$ cat src/inc/vrt_pkg.sv
// Shared constants and types for the reference training mode ends.
package vrt_pkg;
    // ****************************************
    // Command encoding on the shared bus
    // ****************************************
    typedef enum logic [3:0] {
        VRT_CMD_DES,
        VRT_CMD_ACT,
        VRT_CMD_WR,
        VRT_CMD_WRA,
        VRT_CMD_RD,
        VRT_CMD_RDA,
        VRT_CMD_PRE,
        VRT_CMD_MRS
    } vrt_cmd_t;

    // ****************************************
    // Controller user operations
    // ****************************************
    typedef enum logic [3:0] {
        VRT_OP_ENTER,
        VRT_OP_SET,
        VRT_OP_EXIT,
        VRT_OP_PDA_ON,
        VRT_OP_PDA_OFF,
        VRT_OP_ACT,
        VRT_OP_WR,
        VRT_OP_WRA,
        VRT_OP_RD,
        VRT_OP_RDA,
        VRT_OP_PRE
    } vrt_op_t;

    // ****************************************
    // Register addressing and field positions
    // ****************************************
    localparam int ADDR_W = 14;
    localparam int BA_W = 3;
    localparam logic [2:0] REFERENCE_CONFIG_REGISTER = 3'h6;
    localparam logic [2:0] PDA_CONFIG_REGISTER = 3'h3;
    localparam int TRAIN_EN_BIT = 7;
    localparam int RANGE_BIT = 6;
    localparam int CODE_MSB = 5;
    localparam int PDA_EN_BIT = 4;
    localparam logic [5:0] CODE_RESET = 6'h00;
    localparam logic RANGE_RESET = 1'b0;

    // ****************************************
    // Timing
    // ****************************************
    localparam int CLK_MHZ = 20;
    localparam int TRAINING_ENTRY_DELAY_NS = 150;
    localparam int TRAINING_EXIT_DELAY_NS = 150;
    localparam int SETTLE_SHORT_NS = 80;
    localparam int SETTLE_LONG_NS = 250;
    localparam int CNT_W = 8;
    localparam int ENTRY_CYC = (TRAINING_ENTRY_DELAY_NS * CLK_MHZ + 999) / 1000;
    localparam int EXIT_CYC = (TRAINING_EXIT_DELAY_NS * CLK_MHZ + 999) / 1000;
    localparam int SETTLE_SHORT_CYC = (SETTLE_SHORT_NS * CLK_MHZ + 999) / 1000;
    localparam int SETTLE_LONG_CYC = (SETTLE_LONG_NS * CLK_MHZ + 999) / 1000;
endpackage : vrt_pkg

$ cat src/inc/vrt_if.sv
// Command bus between the memory controller and the DRAM training logic.
`timescale 1ns/1ps
interface vrt_if;
    vrt_pkg::vrt_cmd_t cmd;
    logic [vrt_pkg::BA_W-1:0] ba;
    logic [vrt_pkg::ADDR_W-1:0] addr;
    logic data_bit_zero_o;
    logic data_bit_zero_oe;

    modport ctrl (
        output cmd,
        output ba,
        output addr,
        output data_bit_zero_o,
        output data_bit_zero_oe
    );

    modport dev (
        input cmd,
        input ba,
        input addr,
        input data_bit_zero_o,
        input data_bit_zero_oe
    );
endinterface : vrt_if

$ cat src/verilog/vrt_ctrl.sv
// Controller end: sequences reference training commands and their delays.
//
// Contract
// Entry is register write, bit7 high, bit6 range.
// Wait entry delay before training commands.
// In training only listed commands are allowed.
// Dummy writes allowed before first adjustment.
// Set command: bit7 high, same range, code.
// Bit7 low leaves range and code untouched.
// Wait settling time after each setting.
// Addressing per device: only setting and exit.
// Last range and code kept after exit.
// Exit only when all banks idle.
// Only deselects until exit delay has elapsed.
// Exit command carries no new value.
// Settle per last step size before exit.
// Range chosen only at entry.
// Train only after initialization completes.
// Bit6 chooses range one or range two.
// Bits 6:0 change only while bit7 set.
// Per device: data bit zero low executes.
// Device training flag set, cleared, reset.
// Counters hold off commands until delays expire.
`timescale 1ns/1ps
module vrt_ctrl #(
    parameter int ENTRY_CYC = vrt_pkg::ENTRY_CYC,
    parameter int EXIT_CYC = vrt_pkg::EXIT_CYC,
    parameter int SETTLE_SHORT_CYC = vrt_pkg::SETTLE_SHORT_CYC,
    parameter int SETTLE_LONG_CYC = vrt_pkg::SETTLE_LONG_CYC
) (
    input wire logic clk_i,
    input wire logic arst_n_i,
    input wire logic ce_i,
    input wire logic init_done_i,
    input wire logic req_valid_i,
    input wire vrt_pkg::vrt_op_t req_op_i,
    input wire logic req_range_i,
    input wire logic [5:0] req_code_i,
    input wire logic [1:0] req_bank_i,
    input wire logic [vrt_pkg::ADDR_W-1:0] req_addr_i,
    input wire logic req_skip_i,
    output logic req_ready_o,
    output logic req_err_o,
    output logic training_o,
    vrt_if.ctrl bus
);
    // ****************************************
    // Helpers
    // ****************************************
    typedef enum logic [1:0] {
        VRT_ST_IDLE,
        VRT_ST_TRAIN,
        VRT_ST_EXIT
    } vrt_state_t;

    function automatic logic [vrt_pkg::CNT_W-1:0] vrt_settle(input logic [5:0] a,
                                                              input logic [5:0] b);
        logic [5:0] d;
        d = (a > b) ? a - b : b - a;
        // A single step settles fast; anything wider takes the full step time.
        if (d <= 6'h01) begin
            vrt_settle = vrt_pkg::CNT_W'(SETTLE_SHORT_CYC);
        end else begin
            vrt_settle = vrt_pkg::CNT_W'(SETTLE_LONG_CYC);
        end
    endfunction : vrt_settle

    function automatic logic vrt_is_array(input vrt_pkg::vrt_op_t op);
        vrt_is_array = (op == vrt_pkg::VRT_OP_ACT) || (op == vrt_pkg::VRT_OP_WR) ||
                       (op == vrt_pkg::VRT_OP_WRA) || (op == vrt_pkg::VRT_OP_RD) ||
                       (op == vrt_pkg::VRT_OP_RDA) || (op == vrt_pkg::VRT_OP_PRE);
    endfunction : vrt_is_array

    // ****************************************
    // Registers
    // ****************************************
    vrt_state_t state_reg;
    vrt_state_t state_next;
    logic [vrt_pkg::CNT_W-1:0] cnt_reg;
    logic [vrt_pkg::CNT_W-1:0] cnt_next;
    logic range_reg;
    logic [5:0] code_reg;
    logic [5:0] code_next;
    logic pda_reg;
    logic pda_next;
    logic [3:0] open_reg;
    logic [3:0] open_next;
    logic ready_reg;
    logic err_reg;
    vrt_pkg::vrt_cmd_t cmd_reg;
    vrt_pkg::vrt_cmd_t cmd_next;
    logic [vrt_pkg::BA_W-1:0] ba_reg;
    logic [vrt_pkg::BA_W-1:0] ba_next;
    logic [vrt_pkg::ADDR_W-1:0] addr_reg;
    logic [vrt_pkg::ADDR_W-1:0] addr_next;
    logic dq0_reg;
    logic dq0_oe_reg;

    // ****************************************
    // Legality
    // ****************************************
    wire take = req_valid_i && ready_reg;
    wire in_train = (state_reg == VRT_ST_TRAIN);
    wire is_mrs_op = (req_op_i == vrt_pkg::VRT_OP_SET) || (req_op_i == vrt_pkg::VRT_OP_EXIT);
    wire ok_enter = (state_reg == VRT_ST_IDLE) && init_done_i;
    // Ready returns after the entry, settle or exit counter drains, and one cycle after a refused request.
    wire ok_train = in_train && (is_mrs_op || (!pda_reg && vrt_is_array(req_op_i)));
    wire ok_exit = in_train && (open_reg == 4'h0);
    wire ok_pda = (state_reg == VRT_ST_IDLE);
    wire ok_plain = (state_reg == VRT_ST_IDLE) && !pda_reg && vrt_is_array(req_op_i);
    logic legal;
    always_comb begin
        case (req_op_i)
            vrt_pkg::VRT_OP_ENTER: legal = ok_enter;
            vrt_pkg::VRT_OP_EXIT: legal = ok_exit;
            vrt_pkg::VRT_OP_SET: legal = ok_train;
            vrt_pkg::VRT_OP_PDA_ON: legal = ok_pda;
            vrt_pkg::VRT_OP_PDA_OFF: legal = ok_pda;
            default: legal = ok_train || ok_plain;
        endcase
    end
    wire go = take && legal;
    wire [vrt_pkg::CNT_W-1:0] settle_cyc = vrt_settle(code_reg, req_code_i);

    // ****************************************
    // Next state
    // ****************************************
    always_comb begin
        state_next = state_reg;
        cnt_next = (cnt_reg != '0) ? cnt_reg - 1'b1 : cnt_reg;
        code_next = code_reg;
        pda_next = pda_reg;
        open_next = open_reg;
        cmd_next = vrt_pkg::VRT_CMD_DES;
        ba_next = '0;
        addr_next = '0;
        // Leave the exit state on the edge that raises ready, so the next request is legal.
        if (state_reg == VRT_ST_EXIT && cnt_next <= 1) begin
            state_next = VRT_ST_IDLE;
        end
        if (go) begin
            case (req_op_i)
                vrt_pkg::VRT_OP_ENTER: begin
                    cmd_next = vrt_pkg::VRT_CMD_MRS;
                    ba_next = vrt_pkg::REFERENCE_CONFIG_REGISTER;
                    addr_next[vrt_pkg::TRAIN_EN_BIT] = 1'b1;
                    addr_next[vrt_pkg::RANGE_BIT] = req_range_i;
                    state_next = VRT_ST_TRAIN;
                    cnt_next = vrt_pkg::CNT_W'(ENTRY_CYC);
                end
                vrt_pkg::VRT_OP_SET: begin
                    cmd_next = vrt_pkg::VRT_CMD_MRS;
                    ba_next = vrt_pkg::REFERENCE_CONFIG_REGISTER;
                    addr_next[vrt_pkg::TRAIN_EN_BIT] = 1'b1;
                    addr_next[vrt_pkg::RANGE_BIT] = range_reg;
                    addr_next[vrt_pkg::CODE_MSB:0] = req_code_i;
                    if (!req_skip_i) begin
                        code_next = req_code_i;
                    end
                    cnt_next = settle_cyc;
                end
                vrt_pkg::VRT_OP_EXIT: begin
                    cmd_next = vrt_pkg::VRT_CMD_MRS;
                    ba_next = vrt_pkg::REFERENCE_CONFIG_REGISTER;
                    addr_next[vrt_pkg::RANGE_BIT] = range_reg;
                    addr_next[vrt_pkg::CODE_MSB:0] = code_reg;
                    state_next = VRT_ST_EXIT;
                    cnt_next = vrt_pkg::CNT_W'(EXIT_CYC);
                end
                vrt_pkg::VRT_OP_PDA_ON, vrt_pkg::VRT_OP_PDA_OFF: begin
                    cmd_next = vrt_pkg::VRT_CMD_MRS;
                    ba_next = vrt_pkg::PDA_CONFIG_REGISTER;
                    addr_next[vrt_pkg::PDA_EN_BIT] = (req_op_i == vrt_pkg::VRT_OP_PDA_ON);
                    pda_next = (req_op_i == vrt_pkg::VRT_OP_PDA_ON);
                end
                default: begin
                    ba_next = {1'b0, req_bank_i};
                    addr_next = req_addr_i;
                    case (req_op_i)
                        vrt_pkg::VRT_OP_ACT: cmd_next = vrt_pkg::VRT_CMD_ACT;
                        vrt_pkg::VRT_OP_WR: cmd_next = vrt_pkg::VRT_CMD_WR;
                        vrt_pkg::VRT_OP_WRA: cmd_next = vrt_pkg::VRT_CMD_WRA;
                        vrt_pkg::VRT_OP_RD: cmd_next = vrt_pkg::VRT_CMD_RD;
                        vrt_pkg::VRT_OP_RDA: cmd_next = vrt_pkg::VRT_CMD_RDA;
                        default: cmd_next = vrt_pkg::VRT_CMD_PRE;
                    endcase
                    open_next[req_bank_i] = (req_op_i == vrt_pkg::VRT_OP_ACT) ||
                        (open_reg[req_bank_i] && ((req_op_i == vrt_pkg::VRT_OP_WR) ||
                                                  (req_op_i == vrt_pkg::VRT_OP_RD)));
                end
            endcase
        end
    end
    wire start_train = go && (req_op_i == vrt_pkg::VRT_OP_ENTER);

    // ****************************************
    // Flip-flops
    // ****************************************
    always_ff @(posedge clk_i or negedge arst_n_i) begin
        if (!arst_n_i) begin
            state_reg <= VRT_ST_IDLE;
            cnt_reg <= '0;
            range_reg <= vrt_pkg::RANGE_RESET;
            code_reg <= vrt_pkg::CODE_RESET;
            pda_reg <= 1'b0;
            open_reg <= 4'h0;
            ready_reg <= 1'b0;
            err_reg <= 1'b0;
            cmd_reg <= vrt_pkg::VRT_CMD_DES;
            ba_reg <= '0;
            addr_reg <= '0;
            dq0_reg <= 1'b0;
            dq0_oe_reg <= 1'b0;
        end else if (ce_i) begin
            state_reg <= state_next;
            cnt_reg <= cnt_next;
            if (start_train) begin
                range_reg <= req_range_i;
            end
            code_reg <= code_next;
            pda_reg <= pda_next;
            open_reg <= open_next;
            // A refused request costs one idle cycle so the error pulse pairs with it.
            ready_reg <= (cnt_next <= 1) && !(take && !legal);
            err_reg <= take && !legal;
            cmd_reg <= cmd_next;
            ba_reg <= ba_next;
            addr_reg <= addr_next;
            // Under per-device addressing a skipped device sees data bit zero high.
            dq0_reg <= go && pda_reg && req_skip_i;
            dq0_oe_reg <= go && pda_reg && (cmd_next == vrt_pkg::VRT_CMD_MRS);
        end
    end

    assign req_ready_o = ready_reg;
    assign req_err_o = err_reg;
    assign training_o = (state_reg == VRT_ST_TRAIN);
    assign bus.cmd = cmd_reg;
    assign bus.ba = ba_reg;
    assign bus.addr = addr_reg;
    assign bus.data_bit_zero_o = dq0_reg;
    assign bus.data_bit_zero_oe = dq0_oe_reg;
endmodule : vrt_ctrl

$ cat src/flat_wrapper.sv
// flat-port wrapper written by rule: the top's interface ports become plain ports
module vrt_ctrl_flat 
#(
    parameter int ENTRY_CYC = vrt_pkg::ENTRY_CYC,
    parameter int EXIT_CYC = vrt_pkg::EXIT_CYC,
    parameter int SETTLE_SHORT_CYC = vrt_pkg::SETTLE_SHORT_CYC,
    parameter int SETTLE_LONG_CYC = vrt_pkg::SETTLE_LONG_CYC
)
  (clk_i, arst_n_i, ce_i, init_done_i, req_valid_i, req_op_i, req_range_i, req_code_i, req_bank_i, req_addr_i, req_skip_i, req_ready_o, req_err_o, training_o, bus_cmd, bus_ba, bus_addr, bus_data_bit_zero_o, bus_data_bit_zero_oe);
  vrt_if bus_i ();
  input wire logic clk_i;
  input wire logic arst_n_i;
  input wire logic ce_i;
  input wire logic init_done_i;
  input wire logic req_valid_i;
  input wire vrt_pkg::vrt_op_t req_op_i;
  input wire logic req_range_i;
  input wire logic [5:0] req_code_i;
  input wire logic [1:0] req_bank_i;
  input wire logic [vrt_pkg::ADDR_W-1:0] req_addr_i;
  input wire logic req_skip_i;
  output logic req_ready_o;
  output logic req_err_o;
  output logic training_o;
  output wire logic [$bits(bus_i.cmd)-1:0] bus_cmd;
  output wire logic [$bits(bus_i.ba)-1:0] bus_ba;
  output wire logic [$bits(bus_i.addr)-1:0] bus_addr;
  output wire logic [$bits(bus_i.data_bit_zero_o)-1:0] bus_data_bit_zero_o;
  output wire logic [$bits(bus_i.data_bit_zero_oe)-1:0] bus_data_bit_zero_oe;
  assign bus_cmd = bus_i.cmd;
  assign bus_ba = bus_i.ba;
  assign bus_addr = bus_i.addr;
  assign bus_data_bit_zero_o = bus_i.data_bit_zero_o;
  assign bus_data_bit_zero_oe = bus_i.data_bit_zero_oe;
  vrt_ctrl #(.ENTRY_CYC(ENTRY_CYC), .EXIT_CYC(EXIT_CYC), .SETTLE_SHORT_CYC(SETTLE_SHORT_CYC), .SETTLE_LONG_CYC(SETTLE_LONG_CYC)) u_core (.clk_i(clk_i), .arst_n_i(arst_n_i), .ce_i(ce_i), .init_done_i(init_done_i), .req_valid_i(req_valid_i), .req_op_i(req_op_i), .req_range_i(req_range_i), .req_code_i(req_code_i), .req_bank_i(req_bank_i), .req_addr_i(req_addr_i), .req_skip_i(req_skip_i), .req_ready_o(req_ready_o), .req_err_o(req_err_o), .training_o(training_o), .bus(bus_i));
endmodule
$ cat config.mk
export PLATFORM = sky130hd
export DESIGN_NAME = vrt_ctrl_flat
export DESIGN_NICKNAME = d
export VERILOG_FILES = /design/src/inc/vrt_pkg.sv /design/src/inc/vrt_if.sv /design/src/verilog/vrt_ctrl.sv /design/src/flat_wrapper.sv
export SDC_FILE = /design/constraint.sdc
export NUM_CORES = 1
export LEC_CHECK = 0
export BUFFER_PORTS_ARGS = -buffer_cell sky130_fd_sc_hd__buf_2
export CAP_MARGIN = 20
export CORE_MARGIN = 2
export CORE_UTILIZATION = 52
export CTS_CLUSTER_DIAMETER = 100
export DETAILED_ROUTE_END_ITERATION = 10
export HOLD_SLACK_MARGIN = 0.05
export PLACE_DENSITY_LB_ADDON = 0.05
export SLEW_MARGIN = 25
export SYNTH_ARGS = -nofsm -noshare
export SYNTH_HDL_FRONTEND = slang
export SYNTH_SLANG_ARGS = --single-unit
$ cat constraint.sdc
create_clock -name clk_i -period 6.8 [get_ports clk_i]
set_input_delay 0.34 -clock clk_i [delete_from_list [all_inputs] [get_ports clk_i]]
set_output_delay 0.34 -clock clk_i [all_outputs]
set_load 0.02 [all_outputs]
==> results.sh, run 1 <==
export IMPL_worst_path_stages=6
export IMPL_synth_top_family_by_area="compound AO/OA/AOI/OAI gates"
export IMPL_clk_pin_slew_ns=0.10
export IMPL_leakagePower_uw=0.00169
export IMPL_clk_latency_ns=0.30
export IMPL_critical_path_top_delay_family="simple AND/OR/NAND/NOR gates"
export IMPL_cp_buffers_inverters=0
export IMPL_syn_num_nets=394
export IMPL_r2r_start="u_core.open_reg[1]"
export IMPL_grt_pass1_vias=2639
export IMPL_outcome="complete, no violations"
export IMPL_io_pin_count=59
export IMPL_instances_no_fill=461
export IMPL_finalSetupTns_ns=0
export IMPL_place_congestion=0.902
export IMPL_grt_use_total=0.236
export IMPL_dieHeight_um=82.3
export IMPL_clockBufferDepth=2
export IMPL_hold_viol_final=0
export IMPL_total_power_uw=766
export IMPL_syn_avg_cell_area_um2=9.23
export IMPL_fp_row_count=28
export IMPL_syn_inst=345
export IMPL_r2r_slack_ns=3.96
export IMPL_clockRootBuffer="clkbuf_8"
export IMPL_min_path_type="input port to async pin"
export IMPL_synth_edf_count=0
export IMPL_ir_drop_uv=115
export IMPL_synth_ff_type="dfrtp_1"
export IMPL_power_density_mw_per_mm2=217
export IMPL_die_area_mm2=0.00677
export IMPL_vias=2812
export IMPL_routed_wl_mm=7.79
export IMPL_drt_iter0_drc=228
export IMPL_cpPeakStageDelay_ns=0.78
export IMPL_cts_setup_buffers=0
export IMPL_port_buffers=57
export IMPL_reg2regPathDepth=6
export IMPL_ctsHoldBuffers=0
export IMPL_criticalPathCategory="flop to flop"
export IMPL_period_minus_slack_ns=2.84
export IMPL_grt_max_degree=47
export IMPL_placedCellCount=453
export IMPL_fin_ws_ns=3.96
export IMPL_place_ws_ns=3.88
export IMPL_arrival_ns=3.04
export IMPL_htreeDepth=2
export IMPL_cts_resized=0
export IMPL_synth_area_mux_share=0.0554
export IMPL_skew_ns=0.00557
export IMPL_period_share=0.418
export IMPL_rsz0062_at_grt="false"
export IMPL_clock_fmax_mhz=352
export IMPL_seq_area_frac_synth=0.361
export IMPL_cp_max_fo=23
export IMPL_diodes=0
export IMPL_grt_pass1_wl_mm=12.5
export IMPL_crit_chain="nor4_1 > a21o_1 > nand3_1 > a21oi_2 > and4b_1 > mux2_4"
export IMPL_drive_above_1_share=0.228
export IMPL_synth_xor_area_frac=0.00550
export IMPL_worst_pin_slew_ns=0.976
export IMPL_async_flop_share=1.00
export IMPL_antenna_found_initial=0
export IMPL_grt_overflow=0
export IMPL_syn_area_mm2=0.00319
export IMPL_synth_seq_cells=46
export IMPL_final_nets=434
export IMPL_wire_per_inst_um=16.9
export IMPL_dieWidth_um=82.3
export IMPL_cts_tree="done"
export IMPL_clock_sinks=46
export IMPL_antenna_left=0
export IMPL_hpwl_mm=5.68
export IMPL_slew_violations=0
export IMPL_start_kind="flop"
export IMPL_setup_viol=0
export IMPL_slowest_stage="a21oi_2"
export IMPL_maxCapViolations=0
export IMPL_synth_compound_area_share=0.245
export IMPL_via_per_inst=6.10
export IMPL_crit_path_end_kind="flop"
export IMPL_initial_core_util=0.538
export IMPL_numCtsBuffers=5
export IMPL_area_growth_pct=11.0
export IMPL_slew_limit_headroom=0.349
export IMPL_drc_errors=0
export IMPL_largest_register_ffs=14
export IMPL_r2r_end="u_core.code_reg[5]"
export IMPL_ys_warn_count=0
export IMPL_synthAdderAreaFrac=0.0676
export IMPL_coreArea_mm2=0.00592
export IMPL_ys_types=74
export IMPL_yosys_area_share_simple=0.188
export IMPL_dr_pass1_iters=7
export IMPL_crit_required_ns=6.99
## layout make-up
cell class                 count  area [µm²]
inverter                      31         116
timing repair buffer          57         288
sequential                    46        1150
clock inverter                 3        25.0
fill                         552        2390
tap                           75        93.8
multi-input combinational    244        1790
clock buffer                   5        68.8
## how the worst max path moves through the flow
stage	start	endpoint	slack [ns]
after floorplan	u_core.code_reg[0]	u_core.cnt_reg[1]	4.45
after global placement	req_op_i[1]	u_core.code_reg[5]	3.97
after detailed placement	req_op_i[1]	u_core.code_reg[5]	3.88
after CTS	u_core.open_reg[1]	u_core.code_reg[5]	3.98
after global routing	u_core.open_reg[1]	u_core.code_reg[5]	3.80
final	u_core.open_reg[1]	u_core.code_reg[5]	3.96
## through the flow
step           utilization  hold slack (ns)  area [µm²]
3_5_place_dp         0.581            0.469        3440
5_1_grt              0.597           0.0770        3530
3_3_place_gp         0.581            0.459        3440
6_report             0.597           0.0274        3530
4_1_cts              0.597            0.238        3530
2_1_floorplan            -           0.0444        3190
## kinds of logic (layout without fill, tap and decap cells)
logic type | count (synthesis) | after routing
flops | 46 | 46
other cells | 1 | 1
buf+inv | 55 | 96
mux | 15 | 15
xor+xnor | 2 | 2
fa+ha+maj | 16 | 16
simple gates | 104 | 104
compound gates | 106 | 106
## where the power goes
group / total, µW / switching [µW] / internal [µW]
Clock: 178 / 104 / 74.4
Combinational: 237 / 136 / 102
Sequential: 351 / 46.8 / 304
Total: 766 / 286 / 480
## cell usage in the layout (no fill, tap or decap), types with 11 or more instances in the layout
master	n
nand3_1	11
ha_1	14
a21oi_1	13
nor2_1	23
a22o_1	14
buf_2	56
dfrtp_1	46
nand2_1	11
o21ai_0	26
inv_1	30
## layer usage
metal	GRT usage	vias to the layer above	part of all wire
li1	-	1363	-
met1	0.330	1348	0.47
met2	0.379	93	0.47
met3	0.0511	8	0.055
met4	0.0467	0	0.010
met5	0	-	0
## cells in the mapped netlist, types with 7 or more instances
master     n  area (µm²)
nand3_1   11        55.1
dfrtp_1   46        1150
nor2b_1    7        43.8
ha_1      14         175
nor2_1    23        86.3
nand2_1   11        41.3
a22o_1    14         123
nor3_1     7        35.0
inv_1     30         113
a21oi_1   13        65.1
o21ai_0   26         130
clkbuf_1  12        45.0
(Power assumes the default switching activity.)
==> inputs of run 2 (changes only) <==
--- a/config.mk
+++ b/config.mk
@@ -5,6 +5,7 @@
 export SDC_FILE = /design/constraint.sdc
 export NUM_CORES = 1
 export LEC_CHECK = 0
+export ABC_AREA = 1
 export BUFFER_PORTS_ARGS = -buffer_cell sky130_fd_sc_hd__buf_2
 export CAP_MARGIN = 20
 export CORE_MARGIN = 2
==> constraint.sdc (replaced) <==
create_clock -name clk_i -period 2.85 [get_ports clk_i]
set_input_delay 0.1425 -clock clk_i [delete_from_list [all_inputs] [get_ports clk_i]]
set_output_delay 0.1425 -clock clk_i [all_outputs]
set_load 0.02 [all_outputs]
==> results.sh, run 2 <==
export IMPL_outcome="complete, no violations"
export IMPL_yosysTopAreaCell="dfrtp_1"
export IMPL_power_density_mw_per_mm2=552
export IMPL_cts_tree="done"
export IMPL_final_core_util=0.609
export IMPL_clk_latency_ns=0.30
export IMPL_crit_path_end_kind="flop"
export IMPL_synth_commonest_cells="113 x nand2_1, 65 x inv_1, 46 x dfrtp_1, 38 x o21ai_0, 32 x nand3_1"
export IMPL_layout_common_cells="113 x nand2_1, 65 x inv_1, 57 x buf_2, 46 x dfrtp_1, 38 x o21ai_0"
export IMPL_n_fill_cell=575
export IMPL_fp_row_count=28
export IMPL_yosysMostFrequentCell="nand2_1"
export IMPL_syn_num_nets=479
export IMPL_antenna_found_initial=0
export IMPL_grt_overflow=0
export IMPL_antenna_left=0
export IMPL_dr_pass1_iters=4
export IMPL_total_power_uw=1960
export IMPL_via_per_inst=5.11
export IMPL_vias=2864
export IMPL_hold_slack_ns=0.0689
export IMPL_slew_violations=0
export IMPL_syn_avg_cell_area_um2=7.24
export IMPL_ir_drop_uv=341
export IMPL_dieWidth_um=81.4
export IMPL_initial_core_util=0.532
export IMPL_area_growth_pct=14.4
export IMPL_p_clk_frac=0.243
export IMPL_start_kind="flop"
export IMPL_largest_register_ffs=14
export IMPL_dieHeight_um=81.4
export IMPL_grt_max_degree=36
export IMPL_coreArea_mm2=0.00585
export IMPL_period_minus_slack_ns=2.25
export IMPL_drt_iter0_drc=146
export IMPL_synth_top_area_frac=0.370
export IMPL_io_pin_count=59
export IMPL_grt_use_total=0.230
export IMPL_final_nets=534
export IMPL_routed_wl_mm=7.06
export IMPL_clk_pin_slew_ns=0.09
export IMPL_p_switching_uw=725
export IMPL_ys_types=36
export IMPL_pwr_share_comb=0.352
export IMPL_netlist_top_cells_area="dfrtp_1 37%, nand2_1 14%, inv_1 7.8%, o21ai_0 6.1%, ha_1 5.6%"
export IMPL_clock_sinks=46
export IMPL_clockRootBuffer="clkbuf_8"
export IMPL_htreeDepth=2
export IMPL_wire_per_inst_um=12.6
export IMPL_clockBufferDepth=2
export IMPL_synth_seq_cells=46
export IMPL_skew_ns=0.00734
export IMPL_place_congestion=0.940
export IMPL_syn_area_mm2=0.00311
export IMPL_finalSetupTns_ns=0
export IMPL_worst_pin_slew_ns=0.781
export IMPL_drive_above_1_share=0.189
export IMPL_grt_pass1_wl_mm=11.9
export IMPL_drc_errors=0
export IMPL_ys_warn_count=0
export IMPL_synth_edf_count=0
export IMPL_swShare=0.369
export IMPL_intPower_uw=1240
export IMPL_min_path_type="input port to flop"
export IMPL_syn_inst=430
export IMPL_leakagePower_uw=0.00196
export IMPL_hold_viol_final=0
export IMPL_p_seq_frac=0.405
export IMPL_maxCapViolations=0
export IMPL_synth_ff_type="dfrtp_1"
export IMPL_grt_pass1_vias=2705
export IMPL_cp_max_fo=3
export IMPL_rsz0062_at_grt="false"
export IMPL_port_buffers=57
export IMPL_hpwl_mm=5.48
export IMPL_setup_viol=0
export IMPL_period_share=0.790
export IMPL_slew_limit_headroom=0.479
export IMPL_r2r_slack_ns=0.60
export IMPL_crit_required_ns=3.05
export IMPL_clock_fmax_mhz=444
export IMPL_final_common_cell="nand2_1"
export IMPL_arrival_ns=2.45
export IMPL_seq_area_frac_synth=0.370
export IMPL_diodes=0
export IMPL_numCtsBuffers=5
export IMPL_async_flop_share=1.00
export IMPL_criticalPathCategory="flop to flop"
export IMPL_die_area_mm2=0.00662
## run 2: power groups by stage
stage | clock network (µW) | registers [µW] | logic [µW]
finish | 478 | 795 | 691
floorplan | 0 | 812 | 504
global placement | 0 | 804 | 690
CTS | 494 | 795 | 695
global route | 515 | 805 | 813
detailed placement | 0 | 806 | 692
## run 2: routing by layer
layer  share of wire  wire length [µm]  GRT usage  up-vias
met3           0.057               405     0.0478        8
met5               0                 0          0        -
li1                -                 -          -     1485
met4          0.0098                69     0.0475        0
met1            0.47              3330      0.308     1290
met2            0.46              3260      0.386       81
## run 2: cell type report
cell class / count / area, µm² / area share
tap: 75 / 93.8 / 0.0264
sequential: 46 / 1150 / 0.323
timing repair buffer: 61 / 318 / 0.0892
inverter: 68 / 255 / 0.0717
multi-input combinational: 303 / 1640 / 0.460
clock buffer: 7 / 76.3 / 0.0214
clock inverter: 1 / 30.0 / 0.00843
## run 2: repair_timing
item	4_1_cts	5_1_grt
gates resized for setup	0	0
hold buffers	1	0
endpoints found under the hold margin	34	0
buffers inserted	0	0
## run 2: kinds of logic after synthesis
logic type               share of synthesized area
AND/OR/NAND/NOR                              0.297
adder cells (fa/ha/maj)                     0.0692
flip-flops                                   0.370
other                                      0.00121
buffers and inverters                        0.104
XOR/XNOR                                    0.0141
AO/OA/AOI/OAI                                0.144
## run 2: worst max-delay path, stage by stage (launching register included)
cell and delay, ns:
dfrtp_1 0.40, inv_1 0.08, ha_1 0.14, inv_1 0.06, fa_1 0.38, nand2_1 0.09
nand3_1 0.12, nand2_1 0.08, nand2_1 0.04, a21oi_1 0.14, nand3_1 0.09, nand2_1 0.07
nand2_1 0.07, nor2_1 0.16, nor2_1 0.09, nand3_1 0.09, nand2_1 0.05
## run 2: final timing paths
kind                                startpoint                   to  cells past startpoint
hold / removal                  req_addr_i[12]  u_core.bus.addr[12]                      3
max in group asynchronous             arst_n_i    u_core.bus.cmd[0]                      3
hold reg to reg            u_core.bus.addr[12]  u_core.bus.addr[12]                      2
min in group asynchronous             arst_n_i    u_core.cnt_reg[4]                      2
setup / recovery            u_core.code_reg[0]   u_core.req_ready_o                     16
setup reg to reg            u_core.code_reg[0]   u_core.req_ready_o                     16
## run 2: stage by stage
| step | instance area [µm²] | cells | setup WS [ns] |
|---|---|---|---|
| 2_1_floorplan | 3110 | 430 | 0.881 |
| 3_3_place_gp | 3440 | 552 | 0.673 |
| 3_5_place_dp | 3440 | 552 | 0.625 |
| 4_1_cts | 3560 | 561 | 0.614 |
| 5_1_grt | 3560 | 561 | 0.411 |
| 6_report | 3560 | 561 | 0.599 |
==> inputs of run 3 (changes only) <==
--- a/config.mk
+++ b/config.mk
@@ -5,11 +5,11 @@
 export SDC_FILE = /design/constraint.sdc
 export NUM_CORES = 1
 export LEC_CHECK = 0
-export ABC_AREA = 1
+export ABC_AREA = 0
 export BUFFER_PORTS_ARGS = -buffer_cell sky130_fd_sc_hd__buf_2
 export CAP_MARGIN = 20
 export CORE_MARGIN = 2
-export CORE_UTILIZATION = 52
+export CORE_UTILIZATION = 51
 export CTS_CLUSTER_DIAMETER = 100
 export DETAILED_ROUTE_END_ITERATION = 10
 export HOLD_SLACK_MARGIN = 0.05
==> constraint.sdc (replaced) <==
create_clock -name clk_i -period 1.8 [get_ports clk_i]
set_input_delay 0.09 -clock clk_i [delete_from_list [all_inputs] [get_ports clk_i]]
set_output_delay 0.09 -clock clk_i [all_outputs]
set_load 0.02 [all_outputs]
==> results.sh, run 3 (synthesis results as in run 1) <==
export IMPL_p_switching_uw=1360
export IMPL_clk_pin_slew_ns=0.09
export IMPL_setup_viol=20
export IMPL_drt_iter0_drc=337
export IMPL_critical_path_top_delay_family="compound AO/OA/AOI/OAI gates"
export IMPL_fin_ws_ns=-0.648
export IMPL_dr_pass1_iters=5
export IMPL_slew_violations=0
export IMPL_rsz0062_at_grt="true"
export IMPL_arrival_ns=2.64
export IMPL_finalSetupTns_ns=-3.25
export IMPL_skew_ns=0.00781
export IMPL_grt_overflow=0
export IMPL_routed_wl_mm=9.73
export IMPL_clockBufferDepth=2
export IMPL_clock_fmax_mhz=409
export IMPL_n_fill_cell=389
export IMPL_htreeDepth=2
export IMPL_initial_core_util=0.532
export IMPL_die_area_mm2=0.00689
export IMPL_grt_max_degree=20
export IMPL_period_share=1.36
export IMPL_drc_errors=0
export IMPL_dieHeight_um=83.0
export IMPL_crit_chain="inv_2 > ha_4 > inv_2 > fa_2 > a211o_1 > a311oi_2 > or2_2 > o22ai_1 > and3_1 > o32a_1"
export IMPL_crit_required_ns=2.00
export IMPL_swShare=0.377
export IMPL_ir_drop_uv=687
export IMPL_area_growth_pct=46.9
export IMPL_antenna_left=0
export IMPL_place_congestion=0.918
export IMPL_cpPeakStageDelay_ns=0.40
export IMPL_place_ws_ns=-0.659
export IMPL_wire_per_inst_um=17.4
export IMPL_crit_path_end_kind="flop"
export IMPL_outcome="complete, but fails checks"
export IMPL_p_clk_frac=0.183
export IMPL_violations="setup timing"
export IMPL_largest_register_ffs=14
export IMPL_total_power_uw=3620
export IMPL_diodes=0
export IMPL_vias=3373
export IMPL_coreArea_mm2=0.00599
export IMPL_pwr_share_comb=0.460
export IMPL_period_minus_slack_ns=2.45
export IMPL_power_density_mw_per_mm2=773
export IMPL_drive_above_1_share=0.460
export IMPL_hold_slack_ns=0.0624
export IMPL_numCtsBuffers=5
export IMPL_start_kind="flop"
export IMPL_grt_use_total=0.259
export IMPL_clk_latency_ns=0.31
export IMPL_hpwl_mm=6.48
export IMPL_port_buffers=57
export IMPL_maxCapViolations=0
export IMPL_criticalPathCategory="flop to flop"
export IMPL_multi_input_area_mm2=0.00211
export IMPL_cp_buffers_inverters=2
export IMPL_final_core_util=0.781
export IMPL_clockRootBuffer="clkbuf_8"
export IMPL_ff_latch_area_mm2=0.00115
export IMPL_leakagePower_uw=0.00224
export IMPL_final_common_cell="buf_4"
export IMPL_grt_pass1_wl_mm=14.8
export IMPL_io_pin_count=59
export IMPL_antenna_found_initial=0
export IMPL_intPower_uw=2260
export IMPL_via_per_inst=6.04
export IMPL_grt_pass1_vias=3163
export IMPL_fp_row_count=28
export IMPL_min_path_type="input port to flop"
export IMPL_crit_path_frequent_cell="inv_2"
export IMPL_cp_max_fo=3
export IMPL_final_nets=531
export IMPL_p_seq_frac=0.357
export IMPL_clock_sinks=46
export IMPL_slowest_stage="dfrtp_1"
export IMPL_dieWidth_um=83.0
export IMPL_layout_common_cells="70 x buf_4, 57 x buf_2, 46 x dfrtp_1, 24 x inv_1, 18 x nor2_1"
export IMPL_cts_tree="done"
export IMPL_hold_viol_final=0
-- run 3: repair_timing --
action / 4_1_cts / 5_1_grt
endpoints found under the setup margin: 24 / 39
endpoints found under the hold margin: 24 / 0
gates resized for setup: 45 / 48
hold buffers: 9 / 0
pin swaps: 23 / 17
setup buffers: 8 / 7
-- run 3: layout make-up --
class / instances / share of cell area
multi-input combinational: 244 / 0.451
sequential: 46 / 0.246
timing repair buffer: 154 / 0.239
inverter: 31 / 0.0254
tap: 75 / 0.0201
clock buffer: 5 / 0.0147
clock inverter: 3 / 0.00455
-- run 3: layer usage --
metal  GRT usage  up-vias  wire (µm)
met5           0        -          0
met4      0.0805        0        161
met3      0.0417       18        674
met2       0.438      163       4860
met1       0.339     1643       4030
li1            -     1549          -
-- run 3: final timing paths --
path / cells past startpoint / end / slack [ns] / start
max: 10 / u_core.cnt_reg[1] / -0.65 / u_core.code_reg[0]
max in group asynchronous: 3 / u_core.bus.cmd[0] / 0.98 / arst_n_i
min reg2reg: 1 / u_core.bus.data_bit_zero_oe / 0.48 / u_core.bus.data_bit_zero_oe
min in group asynchronous: 2 / u_core.cnt_reg[3] / 0.23 / arst_n_i
max reg2reg: 10 / u_core.cnt_reg[1] / -0.65 / u_core.code_reg[0]
min: 2 / u_core.req_ready_o / 0.06 / ce_i
-- run 3: stage by stage --
stage          cell area [µm²]  cells
6_report                  4680    558
5_1_grt                   4680    558
4_1_cts                   4450    552
3_5_place_dp              4030    528
3_3_place_gp              4030    528
2_1_floorplan             3210    345
-- run 3: power by group through the flow --
stage / Sequential [µW] / Clock, µW / Combinational [µW]
detailed placement: 1280 / 0 / 1270
CTS: 1280 / 669 / 1480
global route: 1300 / 713 / 1780
global placement: 1270 / 0 / 1250
finish: 1290 / 664 / 1660
floorplan: 1300 / 0 / 717
